===== src/hbd_map.svh =====
`ifndef HBD_MAP_SVH
`define HBD_MAP_SVH

// Clock and timing figures in ns
`define HBD_CLK_NS        50
`define HBD_BLANK_NS      3750
`define HBD_PWM_NS        20000
`define HBD_MIXED_NS      5000
`define HBD_OCP_NS        3000
`define HBD_WAKE_NS       1000000

// Register byte addresses
`define HBD_ADR_CTRL      8'h00
`define HBD_ADR_STATUS    8'h04
`define HBD_ADR_CHOPS     8'h08
`define HBD_CTRL_RST      1'h0

// Control register fields
`define HBD_CTRL_FORCE_OFF 0

// Status register fields
`define HBD_STS_STATE     3:0
`define HBD_STS_OCP       4
`define HBD_STS_OVERHEAT  5
`define HBD_STS_LOCKOUT   6
`define HBD_STS_READY     7
`define HBD_STS_DECAY     9:8
`define HBD_STS_TRIP_N    10

// Synchronised pin vector layout
`define HBD_PIN_W         14
`define HBD_P_PHASE       0
`define HBD_P_ENABLE      1
`define HBD_P_DECAY       2
`define HBD_P_DECAY_OPEN  3
`define HBD_P_SENSE       4
`define HBD_P_ZERO        5
`define HBD_P_HOT         6
`define HBD_P_LOW_SUPPLY  7
`define HBD_P_CLEAR_N     8
`define HBD_P_SLEEP_N     9
`define HBD_P_LIMIT       13:10

`endif


===== src/hbd_pkg.sv =====
`default_nettype none
`include "hbd_map.svh"

package hbd_pkg;

    // Bridge controller states
    typedef enum logic [3:0] {
        ST_IDLE      = 4'h0,
        ST_DRIVE     = 4'h1,
        ST_CHOP_FAST = 4'h2,
        ST_CHOP_SLOW = 4'h3,
        ST_CHOP_OFF  = 4'h4,
        ST_DIS_FAST  = 4'h5,
        ST_FAULT     = 4'h6,
        ST_SLEEP     = 4'h7,
        ST_WAKE      = 4'h8
    } hbd_state_t;

    // Decay selection
    typedef enum logic [1:0] {
        DK_SLOW  = 2'h0,
        DK_FAST  = 2'h1,
        DK_MIXED = 2'h2
    } hbd_decay_t;

    // Gate patterns
    typedef enum logic [1:0] {
        GK_OFF     = 2'h0,
        GK_DRIVE   = 2'h1,
        GK_REVERSE = 2'h2,
        GK_BRAKE   = 2'h3
    } hbd_gate_kind_t;

    // Complete block state
    typedef struct packed {
        logic [`HBD_PIN_W-1:0] pin_s1;
        logic [`HBD_PIN_W-1:0] pin_s2;
        hbd_state_t            st;
        logic                  dir;
        logic [3:0]            gate;
        logic [8:0]            pwm_cnt;
        logic [8:0]            on_cnt;
        logic [6:0]            ocp_cnt;
        logic [19:0]           wake_cnt;
        logic                  ocp_latch;
        logic                  trip_n;
        logic                  cp_en;
        logic                  aux_en;
        logic                  clk_run;
        logic                  ready;
        logic                  force_off;
        logic [15:0]           chop_cnt;
        logic                  ack;
        logic [31:0]           dat;
    } hbd_regs_t;

endpackage : hbd_pkg
`default_nettype wire


===== src/hbd_bridge_ctrl.sv =====
// Operation
// - Enabled bridge drives A high, B low for phase high; reversed for low
// - Reaching chop threshold stops drive until the next PWM period starts
// - Fast decay reverses the bridge, then turns it off near zero current
// - Slow decay turns both low-side transistors on to recirculate current
// - Decay input low selects slow decay, high selects fast decay
// - Open decay input selects mixed decay
// - Disable with fast decay reverses until zero current, then coasts
// - Disable with slow decay brakes on both low sides, held after zero
// - Sense input ignored for blanking interval after drive begins
// - Blanking interval is also the minimum on-time of each period
// - Clear input low resets logic, disables bridge, ignores other inputs
// - Sleep low disables bridge, pump, regulator, clocks, ignores inputs
// - About one millisecond after sleep release before motion is accepted
// - Transistor limit held past qualification time disables bridge, trips fault
// - Overcurrent shutdown stays latched until clear or supply cycling
// - Any high or low side limit trips, independent of chop sense
// - Overheat disables bridge, trips fault, resumes by itself when cool
// - Low motor supply disables everything and resets logic until restored
//
// Our own choices: the placing of the registers and the Wishbone register port.
`timescale 1ns/100ps
`default_nettype none
`include "hbd_map.svh"

module hbd_bridge_ctrl #(
    parameter int WAKE_CYC = (`HBD_WAKE_NS + `HBD_CLK_NS - 1) / `HBD_CLK_NS
) (
    input  wire logic        sys_clk,             // System clock, 20 MHz
    input  wire logic        rstn,                // Async reset, active low
    input  wire logic        wb_cyc_i,            // Wishbone cycle
    input  wire logic        wb_stb_i,            // Wishbone strobe
    input  wire logic        wb_we_i,             // Wishbone write
    input  wire logic [7:0]  wb_adr_i,            // Wishbone byte address
    input  wire logic [3:0]  wb_sel_i,            // Wishbone byte lanes
    input  wire logic [31:0] wb_dat_i,            // Wishbone write data
    output logic      [31:0] wb_dat_o,            // Wishbone read data
    output logic             wb_ack_o,            // Wishbone acknowledge
    input  wire logic        phase_in,            // Direction pin
    input  wire logic        bridge_drive_on,     // Bridge enable pin
    input  wire logic        decay_sel_in,        // Decay pin level
    input  wire logic        decay_open_in,       // Decay pin floating
    input  wire logic        winding_sense_in,    // Chop comparator
    input  wire logic        current_zero_in,     // Winding current near zero
    input  wire logic [3:0]  fet_limit_in,        // Per-transistor limits
    input  wire logic        overheat_in,         // Die too hot
    input  wire logic        supply_low_lockout,  // Motor supply too low
    input  wire logic        logic_clear_n,       // Logic clear, active low
    input  wire logic        low_power_request_n, // Sleep, active low
    output logic             bridge_out_a_hs,     // Output A high side
    output logic             bridge_out_a_ls,     // Output A low side
    output logic             bridge_out_b_hs,     // Output B high side
    output logic             bridge_out_b_ls,     // Output B low side
    output logic             protection_trip_n,   // Fault, active low
    output logic             charge_pump_en,      // Gate pump run
    output logic             aux_regulator_out,   // Aux regulator enable
    output logic             clocks_run,          // Internal clocks run
    output logic             drive_ready          // Fully operational
);

    // Cycle counts derived from times
    localparam int BLANK_CYC = (`HBD_BLANK_NS + `HBD_CLK_NS - 1) / `HBD_CLK_NS;
    localparam int PWM_CYC   = `HBD_PWM_NS / `HBD_CLK_NS;
    localparam int MIXED_CYC = (`HBD_MIXED_NS + `HBD_CLK_NS - 1) / `HBD_CLK_NS;
    localparam int OCP_CYC   = (`HBD_OCP_NS + `HBD_CLK_NS - 1) / `HBD_CLK_NS;

    localparam logic [8:0]  PWM_LAST  = 9'(PWM_CYC - 1);
    localparam logic [8:0]  BLANK_C   = 9'(BLANK_CYC);
    localparam logic [8:0]  MIXED_C   = 9'(MIXED_CYC);
    localparam logic [6:0]  OCP_LAST  = 7'(OCP_CYC - 1);
    localparam logic [19:0] WAKE_LOAD = 20'(WAKE_CYC);

    hbd_pkg::hbd_regs_t  q;
    hbd_pkg::hbd_regs_t  n;
    hbd_pkg::hbd_decay_t decay;
    logic [`HBD_PIN_W-1:0] p;

    // Gate pattern {a_hs, a_ls, b_hs, b_ls}
    function automatic logic [3:0] hbd_gates(input hbd_pkg::hbd_gate_kind_t k,
                                             input logic dir);
        case (k)
            hbd_pkg::GK_DRIVE:   hbd_gates = dir ? 4'h9 : 4'h6;
            hbd_pkg::GK_REVERSE: hbd_gates = dir ? 4'h6 : 4'h9;
            hbd_pkg::GK_BRAKE:   hbd_gates = 4'h5;
            default:             hbd_gates = 4'h0;
        endcase
    endfunction : hbd_gates

    // Saturating nine-bit increment
    function automatic logic [8:0] hbd_inc9(input logic [8:0] v);
        hbd_inc9 = (v == 9'h1FF) ? v : 9'(v + 9'h001);
    endfunction : hbd_inc9

    // Second sync stage feeds all logic
    assign p = q.pin_s2;

    // Decay selection from pin
    always_comb begin
        if (p[`HBD_P_DECAY_OPEN]) begin
            decay = hbd_pkg::DK_MIXED;
        end else if (p[`HBD_P_DECAY]) begin
            decay = hbd_pkg::DK_FAST;
        end else begin
            decay = hbd_pkg::DK_SLOW;
        end
    end

    // Next-state logic
    always_comb begin
        logic en;
        logic period_start;
        logic ocp_hit;
        en           = 1'b0;
        period_start = 1'b0;
        ocp_hit      = 1'b0;
        n            = q;
        n.pin_s1 = {fet_limit_in, low_power_request_n, logic_clear_n,
                    supply_low_lockout, overheat_in, current_zero_in,
                    winding_sense_in, decay_open_in, decay_sel_in,
                    bridge_drive_on, phase_in};
        n.pin_s2 = q.pin_s1;

        // Wishbone slave, one wait state
        n.ack = wb_cyc_i & wb_stb_i & ~q.ack;
        n.dat = 32'h0000_0000;
        if (n.ack && !wb_we_i) begin
            case (wb_adr_i)
                `HBD_ADR_CTRL:   n.dat[`HBD_CTRL_FORCE_OFF] = q.force_off;
                `HBD_ADR_STATUS: begin
                    n.dat[`HBD_STS_STATE]    = q.st;
                    n.dat[`HBD_STS_OCP]      = q.ocp_latch;
                    n.dat[`HBD_STS_OVERHEAT] = p[`HBD_P_HOT];
                    n.dat[`HBD_STS_LOCKOUT]  = p[`HBD_P_LOW_SUPPLY];
                    n.dat[`HBD_STS_READY]    = q.ready;
                    n.dat[`HBD_STS_DECAY]    = decay;
                    n.dat[`HBD_STS_TRIP_N]   = q.trip_n;
                end
                `HBD_ADR_CHOPS:  n.dat[15:0] = q.chop_cnt;
                default:         n.dat = 32'h0000_0000;
            endcase
        end
        if (n.ack && wb_we_i && wb_adr_i == `HBD_ADR_CTRL && wb_sel_i[0]) begin
            n.force_off = wb_dat_i[`HBD_CTRL_FORCE_OFF];
        end

        // Fixed-frequency period and on-time counters
        period_start = (q.pwm_cnt == PWM_LAST);
        n.pwm_cnt    = period_start ? 9'h000 : 9'(q.pwm_cnt + 9'h001);
        n.on_cnt     = hbd_inc9(q.on_cnt);

        // Overcurrent qualification on any transistor
        if (|p[`HBD_P_LIMIT]) begin
            n.ocp_cnt = (q.ocp_cnt == 7'h7F) ? q.ocp_cnt : 7'(q.ocp_cnt + 7'h01);
        end else begin
            n.ocp_cnt = 7'h00;
        end
        ocp_hit = |p[`HBD_P_LIMIT] && (q.ocp_cnt >= OCP_LAST);
        en      = p[`HBD_P_ENABLE] & ~q.force_off;

        if (!p[`HBD_P_CLEAR_N] || p[`HBD_P_LOW_SUPPLY]) begin
            // Logic reset; lockout also drops pump and regulator
            n.st        = q.ready ? hbd_pkg::ST_IDLE : hbd_pkg::ST_WAKE;
            n.wake_cnt  = WAKE_LOAD;
            n.gate      = 4'h0;
            n.ocp_latch = 1'b0;
            n.ocp_cnt   = 7'h00;
            n.trip_n    = 1'b1;
            n.pwm_cnt   = 9'h000;
            n.chop_cnt  = 16'h0000;
            if (p[`HBD_P_LOW_SUPPLY]) begin
                n.cp_en   = 1'b0;
                n.aux_en  = 1'b0;
                n.clk_run = 1'b0;
                n.ready   = 1'b0;
                n.st      = hbd_pkg::ST_WAKE;
            end
        end else if (!p[`HBD_P_SLEEP_N]) begin
            // Sleep: everything stopped, inputs ignored
            n.st       = hbd_pkg::ST_SLEEP;
            n.gate     = 4'h0;
            n.cp_en    = 1'b0;
            n.aux_en   = 1'b0;
            n.clk_run  = 1'b0;
            n.ready    = 1'b0;
            n.pwm_cnt  = 9'h000;
            n.ocp_cnt  = 7'h00;
            n.wake_cnt = WAKE_LOAD;
        end else if (q.st == hbd_pkg::ST_SLEEP || q.st == hbd_pkg::ST_WAKE) begin
            // Wake-up delay before motion
            n.st      = hbd_pkg::ST_WAKE;
            n.gate    = 4'h0;
            n.cp_en   = 1'b1;
            n.aux_en  = 1'b1;
            n.clk_run = 1'b1;
            n.pwm_cnt = 9'h000;
            n.ocp_cnt = 7'h00;
            if (q.wake_cnt == 20'h00000) begin
                n.st    = hbd_pkg::ST_IDLE;
                n.ready = 1'b1;
            end else begin
                n.wake_cnt = q.wake_cnt - 20'h00001;
            end
        end else if (q.ocp_latch || ocp_hit || p[`HBD_P_HOT]) begin
            // Protection shutdown
            n.st        = hbd_pkg::ST_FAULT;
            n.gate      = 4'h0;
            n.trip_n    = 1'b0;
            n.ocp_latch = q.ocp_latch | ocp_hit;
        end else begin
            unique case (q.st)
                hbd_pkg::ST_FAULT: begin
                    // Overheat gone: resume
                    n.st     = hbd_pkg::ST_IDLE;
                    n.trip_n = 1'b1;
                    n.gate   = 4'h0;
                end
                hbd_pkg::ST_IDLE, hbd_pkg::ST_DIS_FAST: begin
                    if (en) begin
                        n.st     = hbd_pkg::ST_DRIVE;
                        n.dir    = p[`HBD_P_PHASE];
                        n.on_cnt = 9'h000;
                        n.gate   = hbd_gates(hbd_pkg::GK_DRIVE, p[`HBD_P_PHASE]);
                    end else if (q.st == hbd_pkg::ST_DIS_FAST) begin
                        if (p[`HBD_P_ZERO]) begin
                            n.st   = hbd_pkg::ST_IDLE;
                            n.gate = 4'h0;
                        end
                    end else if (decay == hbd_pkg::DK_SLOW) begin
                        n.gate = hbd_gates(hbd_pkg::GK_BRAKE, q.dir);
                    end else begin
                        n.gate = 4'h0;
                    end
                end
                hbd_pkg::ST_DRIVE, hbd_pkg::ST_CHOP_FAST,
                hbd_pkg::ST_CHOP_SLOW, hbd_pkg::ST_CHOP_OFF: begin
                    if (!en) begin
                        if (decay == hbd_pkg::DK_SLOW) begin
                            n.st   = hbd_pkg::ST_IDLE;
                            n.gate = hbd_gates(hbd_pkg::GK_BRAKE, q.dir);
                        end else begin
                            n.st   = hbd_pkg::ST_DIS_FAST;
                            n.gate = hbd_gates(hbd_pkg::GK_REVERSE, q.dir);
                        end
                    end else if (q.st == hbd_pkg::ST_DRIVE) begin
                        n.dir  = p[`HBD_P_PHASE];
                        n.gate = hbd_gates(hbd_pkg::GK_DRIVE, p[`HBD_P_PHASE]);
                        // Sense only counts after blanking
                        if (q.on_cnt >= BLANK_C && p[`HBD_P_SENSE]) begin
                            n.chop_cnt = 16'(q.chop_cnt + 16'h0001);
                            n.on_cnt   = 9'h000;
                            if (decay == hbd_pkg::DK_SLOW) begin
                                n.st   = hbd_pkg::ST_CHOP_SLOW;
                                n.gate = hbd_gates(hbd_pkg::GK_BRAKE, q.dir);
                            end else begin
                                n.st   = hbd_pkg::ST_CHOP_FAST;
                                n.gate = hbd_gates(hbd_pkg::GK_REVERSE, q.dir);
                            end
                        end
                    end else if (period_start) begin
                        n.st     = hbd_pkg::ST_DRIVE;
                        n.dir    = p[`HBD_P_PHASE];
                        n.on_cnt = 9'h000;
                        n.gate   = hbd_gates(hbd_pkg::GK_DRIVE, p[`HBD_P_PHASE]);
                    end else if (q.st == hbd_pkg::ST_CHOP_FAST) begin
                        if (p[`HBD_P_ZERO]) begin
                            n.st   = hbd_pkg::ST_CHOP_OFF;
                            n.gate = 4'h0;
                        end else if (decay == hbd_pkg::DK_MIXED && q.on_cnt >= MIXED_C) begin
                            n.st   = hbd_pkg::ST_CHOP_SLOW;
                            n.gate = hbd_gates(hbd_pkg::GK_BRAKE, q.dir);
                        end
                    end
                end
                default: begin
                    n.st   = hbd_pkg::ST_IDLE;
                    n.gate = 4'h0;
                end
            endcase
        end
    end

    // State register
    always_ff @(posedge sys_clk or negedge rstn) begin
        if (!rstn) begin
            q           <= '0;
            q.st        <= hbd_pkg::ST_SLEEP;
            q.trip_n    <= 1'b1;
            q.force_off <= `HBD_CTRL_RST;
        end else begin
            q <= n;
        end
    end

    // Outputs straight from the state register
    assign wb_dat_o            = q.dat;
    assign wb_ack_o            = q.ack;
    assign bridge_out_a_hs     = q.gate[3];
    assign bridge_out_a_ls     = q.gate[2];
    assign bridge_out_b_hs     = q.gate[1];
    assign bridge_out_b_ls     = q.gate[0];
    assign protection_trip_n   = q.trip_n;
    assign charge_pump_en      = q.cp_en;
    assign aux_regulator_out   = q.aux_en;
    assign clocks_run          = q.clk_run;
    assign drive_ready         = q.ready;

    // Drive pattern follows latched direction
    AST_DRIVE_DIR: assert property (@(posedge sys_clk) disable iff (!rstn)
        q.st == hbd_pkg::ST_DRIVE |-> q.gate == (q.dir ? 4'h9 : 4'h6))
        else $error("drive pattern does not match direction");

    // No chop before blanking has elapsed
    AST_BLANK: assert property (@(posedge sys_clk) disable iff (!rstn)
        ($past(q.st) == hbd_pkg::ST_DRIVE && (q.st == hbd_pkg::ST_CHOP_FAST ||
         q.st == hbd_pkg::ST_CHOP_SLOW)) |-> $past(q.on_cnt) >= BLANK_C)
        else $error("chop inside blanking interval");

    // Drive after fast-decay off (ST_CHOP_OFF) restarts only at period start
    AST_PERIOD: assert property (@(posedge sys_clk) disable iff (!rstn)
        ($past(q.st) == hbd_pkg::ST_CHOP_OFF && q.st == hbd_pkg::ST_DRIVE)
        |-> $past(q.pwm_cnt) == PWM_LAST)
        else $error("drive resumed mid-period");

    // Fast decay reverses the bridge
    AST_FAST_REV: assert property (@(posedge sys_clk) disable iff (!rstn)
        q.st == hbd_pkg::ST_CHOP_FAST |-> q.gate == (q.dir ? 4'h6 : 4'h9))
        else $error("fast decay not reversed");

    // Slow decay uses both low sides
    AST_SLOW_LS: assert property (@(posedge sys_clk) disable iff (!rstn)
        q.st == hbd_pkg::ST_CHOP_SLOW |-> q.gate == 4'h5)
        else $error("slow decay not on low sides");

    // Disabled slow decay keeps braking
    AST_BRAKE: assert property (@(posedge sys_clk) disable iff (!rstn)
        (q.st == hbd_pkg::ST_IDLE && $past(q.st) == hbd_pkg::ST_IDLE &&
         $past(decay) == hbd_pkg::DK_SLOW && $past(p[`HBD_P_CLEAR_N]) && q.ready) |-> q.gate == 4'h5)
        else $error("brake not held");

    // Latched overcurrent keeps bridge off and fault low
    AST_OCP_TRIP: assert property (@(posedge sys_clk) disable iff (!rstn)
        q.ocp_latch |-> (!q.trip_n && q.gate == 4'h0))
        else $error("overcurrent shutdown incomplete");

    // Latch holds while clear and supply are good
    AST_OCP_LATCH: assert property (@(posedge sys_clk) disable iff (!rstn)
        (q.ocp_latch && p[`HBD_P_CLEAR_N] && !p[`HBD_P_LOW_SUPPLY]) |=> q.ocp_latch)
        else $error("overcurrent latch lost");

    // Clear input resets the bridge
    AST_CLEAR: assert property (@(posedge sys_clk) disable iff (!rstn)
        !p[`HBD_P_CLEAR_N] |=> (q.gate == 4'h0 && !q.ocp_latch && q.trip_n))
        else $error("clear did not reset");

    // Sleep stops pump, regulator, clocks and bridge
    AST_SLEEP: assert property (@(posedge sys_clk) disable iff (!rstn)
        (!p[`HBD_P_SLEEP_N] && p[`HBD_P_CLEAR_N] && !p[`HBD_P_LOW_SUPPLY])
        |=> (!q.cp_en && !q.aux_en && !q.clk_run && q.gate == 4'h0))
        else $error("sleep incomplete");

    // Overheat trips within one cycle
    AST_HOT: assert property (@(posedge sys_clk) disable iff (!rstn)
        (p[`HBD_P_HOT] && p[`HBD_P_CLEAR_N] && p[`HBD_P_SLEEP_N] &&
         !p[`HBD_P_LOW_SUPPLY] && q.st != hbd_pkg::ST_SLEEP && q.st != hbd_pkg::ST_WAKE)
        |=> (!q.trip_n && q.gate == 4'h0))
        else $error("overheat not handled");

endmodule : hbd_bridge_ctrl
`default_nettype wire


===== config.mk =====
export PLATFORM = sky130hd
export DESIGN_NAME = hbd_bridge_ctrl
export DESIGN_NICKNAME = d
export VERILOG_FILES = /design/src/hbd_pkg.sv /design/src/hbd_bridge_ctrl.sv
export VERILOG_INCLUDE_DIRS = /design/src
export SDC_FILE = /design/constraint.sdc
export NUM_CORES = 1
export LEC_CHECK = 0
export BUFFER_PORTS_ARGS = -buffer_cell sky130_fd_sc_hd__buf_2
export CAP_MARGIN = 20
export CELL_PAD_IN_SITES_DETAIL_PLACEMENT = 1
export CELL_PAD_IN_SITES_GLOBAL_PLACEMENT = 2
export CORE_ASPECT_RATIO = 0.7
export CORE_UTILIZATION = 38
export CTS_CLUSTER_SIZE = 8
export DETAILED_ROUTE_END_ITERATION = 8
export PLACE_DENSITY = 0.92
export SLEW_MARGIN = 20
export SYNTH_ARGS = -nofsm -noshare
export SYNTH_HDL_FRONTEND = slang
export SYNTH_SLANG_ARGS = --single-unit
export TNS_END_PERCENT = 10

===== constraint.sdc =====
create_clock -name sys_clk -period 6.8 [get_ports sys_clk]
set_input_delay 1.02 -clock sys_clk [delete_from_list [all_inputs] [get_ports sys_clk]]
set_output_delay 1.02 -clock sys_clk [all_outputs]
set_load 0.01 [all_outputs]

* Yosys cells after proc, flatten, opt, wreduce, memory -nomap -nowiden
Index checks and enable logic that the tools add are counted.
W data, S select, Z words.
** Storage, ports and cells
- Register bits :: 138
- Logic and storage cells :: 186
- Input bits :: 63
- Output and inout bits :: 42
** Operators by class
- Mux-type cells :: 83
- Reductions and logical operators :: 37
- $add $sub $neg :: 5
- Equality and inequality tests :: 30
- $lt $le $gt $ge :: 3
- Bitwise gates (word level) :: 9
** Operator list (count)
- $mux W16 :: 9
- $mux W4 :: 32
- $mux W9 :: 13
- $mux W27 :: 2
- $mux W33 :: 1
- $mux W13 :: 2
- $logic_not A20 Y1 :: 1
- $mux W20 :: 1
- $pmux W10 S2 :: 1
- $sub A20 B1 Y20 const B :: 1
- $add A9 B1 Y9 const B :: 2
- $eq A9 B9 Y1 const B :: 2
- $ge A9 B7 Y1 const B :: 2
- $pmux W9 S2 :: 1
- $add A16 B1 Y16 const B :: 1
- $eq A4 B3 Y1 const B :: 4
- $ne A8 B8 Y1 const B :: 2
- $pmux W4 S2 :: 2
- $mux W7 :: 2
- $ne A7 B7 Y1 const B :: 2
- $reduce_bool A2 Y1 :: 7
- $reduce_and A3 Y1 :: 4
- $ne A10 B10 Y1 const B :: 1
- $ne A2 B2 Y1 const B :: 5
- 35 further kinds :: 67

* Depth between registers and ports, before layout
Gate-level depths: netlist (run 1).
- Word-level depth :: 15
- Depth in mapped cells :: 9
- Mapped depth without buffers :: 8

* Least setup slack after synthesis (run 1)
No wires, ideal clock.
- Path type :: input to register
- Start point :: input port wb_adr_i[5]
- End point :: register q (netlist bit wb_dat_o[8])
- Data arrival time :: 2346 ps
- Library setup time :: 74 ps
- Cell stages on the path :: 5
- Path slack :: 4380 ps
- Cell sequence :: nor4_1 -> nand2_1 -> nor3b_1 -> a32oi_1 -> nor2_1
** RTL lines
- from (decl) :: RTL line hbd_bridge_ctrl.sv:34 : input wire logic [7:0] wb_adr_i,
- to (signal assigned) :: RTL line hbd_bridge_ctrl.sv:290 : q <= n;
- to (decl) :: RTL line hbd_bridge_ctrl.sv:73 : hbd_pkg::hbd_regs_t q;

==> results of run 1 <==
[per-layer routing]
layer / GRT usage, % / part of all wire [%] / vias up
met2: 30.7 / 47 / 116
li1: - / - / 2071
met1: 26.9 / 46 / 2227
met3: 4.63 / 5.9 / 18
met5: 0 / 0 / -
met4: 7.43 / 1.2 / 0
[power groups by stage]
stage,sequential [uW],clock (uW),combinational (uW)
2_1_floorplan,791,0,136
3_3_place_gp,803,0,175
3_5_place_dp,807,0,186
4_1_cts,795,914,188
5_1_grt,801,943,210
6_report,796,894,187
[worst register-to-register path: cells and delay by family, from the launching register on]
family,cells,cell delay [ps]
compound gates,2,780
simple gates,4,1630
flops,1,420
[cell families (layout without fill, tap and decap cells)]
group	after synthesis	count (layout)	share of synthesized area, %
XOR/XNOR	47	47	7.08
buffers and inverters	67	103	6.62
AND/OR/NAND/NOR	244	244	21.6
adder cells (fa/ha/maj)	6	6	1.29
other	1	16	0.0645
flip-flops	120	120	51.7
multiplexers	6	6	1.12
AO/OA/AOI/OAI	92	92	10.5
[flip-flops by register name, indices dropped and copies added, names as in the netlist]
name and flops:
bridge_out_a_hs 1, bridge_out_a_ls 1, bridge_out_b_hs 1, bridge_out_b_ls 1, charge_pump_en 1, drive_ready 1
n 14, p 14, protection_trip_n 1, q 68, wb_ack_o 1, wb_dat_o 16
[cell type report]
| cell class | instances | area [um^2] |
|---|---|---|
| fillers | 1696 | 8150 |
| flip-flops and latches | 120 | 3010 |
| multi-input cells | 411 | 2480 |
| clock buffers | 17 | 425 |
| repair buffers | 56 | 288 |
| well taps | 195 | 244 |
| clock inverters | 15 | 156 |
| inverters | 15 | 56.3 |
[cells in the final DEF (no fill, tap or decap), drive strengths merged, types with 3 or more instances in the layout]
master / Yosys / final
nand2: 42 / 42
mux2: 4 / 4
o211ai: 5 / 5
conb: 1 / 16
a211oi: 6 / 6
nor2b: 5 / 5
xnor2: 34 / 34
o21ai: 17 / 17
or2: 7 / 7
or4: 4 / 4
nor4: 16 / 16
a21oi: 22 / 22
nor2: 82 / 82
inv: 15 / 25
and2: 7 / 7
a31oi: 12 / 12
buf: 39 / 56
or3: 10 / 10
nand3: 16 / 16
ha: 6 / 6
nand4: 7 / 7
clkbuf: 13 / 17
dfrtp: 116 / 116
and3: 6 / 6
nor3b: 3 / 3
dfstp: 4 / 4
xor2: 13 / 13
nor3: 20 / 20
nor4b: 7 / 7
a22oi: 9 / 9
[through the flow]
step | instance area (um^2) | worst slack (ps) | utilization (%) | total power, uW | hold WS (ps)
after floorplan | 5870 | 4380 | - | 927 | 331
after global placement | 6080 | 3880 | 41.0 | 978 | 334
after detailed placement | 6080 | 3730 | 41.0 | 993 | 336
after CTS | 6660 | 3810 | 44.9 | 1900 | 350
after global routing | 6660 | 3570 | 45.0 | 1950 | 361
final | 6660 | 3830 | 45.0 | 1880 | 348
[worst paths after layout]
path | start | end | slack (ps) | depth (start not counted)
max reg2reg | p[7] | q[86] | 3830 | 6
min | n[113] | p[3] | 350 | 0
min reg2reg | n[113] | p[3] | 350 | 0
max | p[7] | q[86] | 3830 | 6
min in group asynchronous | rstn | q[91] | 590 | 1
max in group asynchronous | rstn | p[7] | 4830 | 2
==> out/results.txt, run 1 <==
Slew Viols, Final: 0
Most Frequent Cell on Critical Path: nor2_1
Internal: 1330 uW
P&R area growth vs syn: 14.5%
HPWL after DPL: 9890 um
Residual DRC count: 0
Postcts setup bufs: 0
Drt initial violations: 237
Ys async rst share: 100%
Full die area: 0.0158 mm^2
PwrDens: 282 mW/mm^2
Hold crit path type: reg2reg
Pin count of the biggest net entering global routing: 76
Max incr delay on CP: 630 ps
Non-Filler Instances: 829
Clock group share of total power: 47.7%
Clk buf depth: 2
Tmin final: 2970 ps
Core Area: 0.0148 mm^2
Post-synth top flop: dfrtp_1
Num rows: 37
Vias per inst: 5.35
Combinational share of power: 9.9%
Status: complete, no violations
WP data arrival: 3260 ps
Synth top area share: 49.9%
Initial antenna violation count: 0
TNS Setup: 0 ps
H-Tree Depth: 4
Top delay family on crit path: simple AND/OR/NAND/NOR gates
RePlAce Congestion: 0.877
Final net count: 690
Vias in the first global route: 4711
Count of final setup violators: 0
Initial core utilization: 39.3%
CP Max Fanout: 23
TritonCTS clock tree: yes
CP Launch Type: flop
Dpl cells: 797
#FFs+latches synth: 120
Cell taking the most area after synthesis: dfrtp_1
Fmax: 0.336 GHz
Share of cells above drive strength 1: 18.1%
Setup CP Type: reg2reg
Area contributors post-synth: dfrtp_1 50%, nor2_1 5.3%, xnor2_1 5.1%
GRT Overall Usage: 19.8%
Synthesis Warnings: 0
Avg WL per Cell: 17.4 um
CTS buffer count: 17
Total grt overflow: 0
Die Span Y: 106 um
Unique masters post-synth: 66
TritonRoute pass-1 iters: 4
Number of synthesized flops with an enable pin: 0
Most common cell in the netlist: dfrtp_1
Count of input and output buffers: 54
Switching Power: 543 uW
DRT antenna net count: 0
Post-Syn Area: 0.00582 mm^2
Clk Latency, worst-skew pair: 430 ps
Max IR drop VDD: 0.000145 V
DRT Wirelength: 14400 um
Hold_buf cts: 0
Worst-path clk slew: 60 ps
Worst Path Buf+Inv: 0
Final worst-path cycle share: 43.7%
Crit-path slowest cell: nor2_1
Routed vias: 4432
CP cell instances: nand2b_1 > nor2_1 > nand2_1 > a2111o_1 > a21oi_2 > nor2_1
Antenna cells: 0
Net Sw Frac: 28.9%
Slew headroom: 31.4%
IO Count: 105
Unrepaired setup endpoints after global routing: no
Hold Fails Final Rpt: 0
Cells after Synth: 583
Clock skew: 11.7 ps
# Max-Cap Violations: 0
Syn_area_per_cell: 9.98 um^2
Post-CTS Resized: 0
Reg power frac: 42.4%
Worst path required time: 7090 ps
Leakage: 0.00283 uW
Crit path capture type: flop
Root buf cell: clkbuf_16
First-pass GRT wire length: 23900 um
Synth top cells by count: 116 x dfrtp_1, 82 x nor2_1, 42 x nand2_1, 34 x buf_4, 34 x xnor2_1
Register area share after synthesis: 51.7%
Die Width: 150 um
Total clock sinks: 120
Worst-Margin Slew: 1030 ps
(Power assumes the default switching activity.)
==> run 2: changes to the inputs <==
- CORE_UTILIZATION: 38 -> 32
- PLACE_DENSITY: 0.92 -> 0.83
- clock period: 6.8 -> 2.5 ns (I/O delays scaled with it)
==> out/results.txt, run 2 (synthesized netlist as in run 1, its figures left out) <==
Status: complete, no violations (unchanged)
Tmin final: 2430 ps (was 2970 ps)
Slew headroom: 51.1% (was 31.4%)
Final Util: 40.9% (was 45.0%)
Antenna cells: 0 (unchanged)
Top delay family on crit path: simple AND/OR/NAND/NOR gates (unchanged)
PwrDens: 743 mW/mm^2 (was 282 mW/mm^2)
Most frequent cells in the layout: 116 x dfrtp_1, 81 x nor2_1, 53 x buf_2 (was 116 x dfrtp_1, 82 x nor2_1, 53 x buf_2)
WP data arrival: 2790 ps (was 3260 ps)
Share of cells above drive strength 1: 24.3% (was 18.1%)
H-Tree Depth: 4 (unchanged)
IO Count: 105 (unchanged)
Top sig layer: met4 (unchanged)
Unrepaired setup endpoints after global routing: yes (was no)
Routed wl met2: 7190 um (was 6730 um)
Vias per inst: 5.08 (was 5.35)
GRT Overall Usage: 17.3% (was 19.8%)
Num rows: 40 (was 37)
Max IR drop VDD: 0.000371 V (was 0.000145 V)
Hold crit path type: in2async (was reg2reg)
Clk buf depth: 2 (unchanged)
Clk Latency, worst-skew pair: 420 ps (was 430 ps)
Count of input and output buffers: 54 (unchanged)
Worst-path clk slew: 60 ps (about the same)
Root buf cell: clkbuf_16 (unchanged)
Initial core utilization: 33.3% (was 39.3%)
TritonRoute pass-1 iters: 4 (unchanged)
Worst Path Buf+Inv: 0 (unchanged)
First-pass GRT wire length: 25000 um (was 23900 um)
DP Worst Slack: -47.7 ps (was 3730 ps)
Drt initial violations: 241 (was 237)
Final worst-path cycle share: 97.4% (was 43.7%)
M1 WL: 7350 um (was 6680 um)
P&R area growth vs syn: 22.8% (was 14.5%)
Crit path capture type: flop (unchanged)
CP cell instances: or4b_1 > nor2_4 > a21boi_0 > o21ai_0 > a31oi_2 > mux2_2 (was nand2b_1 > nor2_1 > nand2_1 > a2111o_1 > a21oi_2 > nor2_1)
Vias in the first global route: 4798 (was 4711)
Sequential Area: 0.00301 mm^2 (unchanged)
Fill cell count: 1956 (was 1696)
Worst-Margin Slew: 733 ps (was 1030 ps)
Core Area: 0.0175 mm^2 (was 0.0148 mm^2)
Metal3 WL: 620 um (was 857 um)
Initial antenna violation count: 0 (unchanged)
DRT Wirelength: 15400 um (was 14400 um)
Final WS setup: 65.5 ps (was 3830 ps)
HPWL after DPL: 11000 um (was 9890 um)
Commonest non-fill, non-tap cell in the layout: dfrtp_1 (unchanged)
# Max-Cap Violations: 0 (unchanged)
Max reg flops: 68 (unchanged)
Hold_ws: 18.9 ps (was 348 ps)
Residual DRC count: 0 (unchanged)
Postcts setup bufs: 0 (unchanged)
Slew Viols, Final: 0 (unchanged)
Multi-input logic area: 0.00260 mm^2 (was 0.00248 mm^2)
Leakage: 0.00303 uW (was 0.00283 uW)
CTS buffer count: 17 (unchanged)
Die Width: 163 um (was 150 um)
Hold_buf cts: 0 (unchanged)
Fmax: 0.411 GHz (was 0.336 GHz)
Max incr delay on CP: 630 ps (about the same)
Die Span Y: 115 um (was 106 um)
CP Launch Type: flop (unchanged)
Hold Fails Final Rpt: 0 (unchanged)
Crit-path slowest cell: dfstp_2 (was nor2_1)
Full die area: 0.0187 mm^2 (was 0.0158 mm^2)
Routed vias: 4571 (was 4432)
Most flop-heavy register: q (unchanged)
Avg WL per Cell: 17.1 um (was 17.4 um)
Total clock sinks: 120 (unchanged)
Total grt overflow: 0 (unchanged)
Count of final setup violators: 0 (unchanged)
Final net count: 724 (was 690)
Worst path required time: 2850 ps (was 7090 ps)
TritonCTS clock tree: yes (unchanged)
Setup CP Type: reg2reg (unchanged)
Pin count of the biggest net entering global routing: 55 (was 76)
RePlAce Congestion: 0.858 (was 0.877)
Clock skew: 11.4 ps (was 11.7 ps)
CP Max Fanout: 9 (was 23)
DRT antenna net count: 0 (unchanged)
==> run 2: final timing paths <==
check	cells past startpoint	slack [ps]	endpoint	start
min in group sys_clk	1	60	n[121]	fet_limit_in[1]
max in group asynchronous	2	1790	protection_trip_n	rstn
min reg2reg	0	350	p[7]	n[117]
min	1	20	n[123]	rstn
max	6	70	q[107]	q[106]
max reg2reg	6	70	q[107]	q[106]
==> run 2: layout make-up <==
cell class,instances,area share [%]
clock buffer,22,6.78
clock inverter,10,1.98
inverter,15,0.788
multi-input combinational,411,36.3
sequential,120,42.1
tap,231,4.05
timing repair buffer,90,7.95
==> run 2: power by group <==
group	switching (uW)	total, uW	internal [uW]
sequential	123	2160	2040
clock	879	2550	1670
combinational	361	595	234
total	1360	5310	3950
==> run 2: worst register-to-register path: stages, from the launching register on <==
cell and delay (ps):
dfstp_2 630, or4b_1 530, nor2_4 170, a21boi_0 210, o21ai_0 130, a31oi_2 320
mux2_2 380
==> run 2: through the flow <==
step           TNS [ps]  instances  total power, uW  instance area, um^2
2_1_floorplan         0        598             2520                 5870
3_3_place_gp          0        867             2730                 6400
3_5_place_dp      -47.7        867             2770                 6400
4_1_cts               0        899             5360                 7070
5_1_grt           -14.5        899             5530                 7140
6_report              0        899             5310                 7140
==> run 2: layer usage <==
layer / track usage [%] / vias up
met3: 3.97 / 16
met5: 0 / -
li1: - / 2146
met1: 23.7 / 2317
met2: 26.8 / 92
met4: 6.48 / 0
==> run 2: timing repair <==
item,CTS,global route
setup endpoints to repair,14,30
pin swaps,0,1
gates resized for setup,7,14
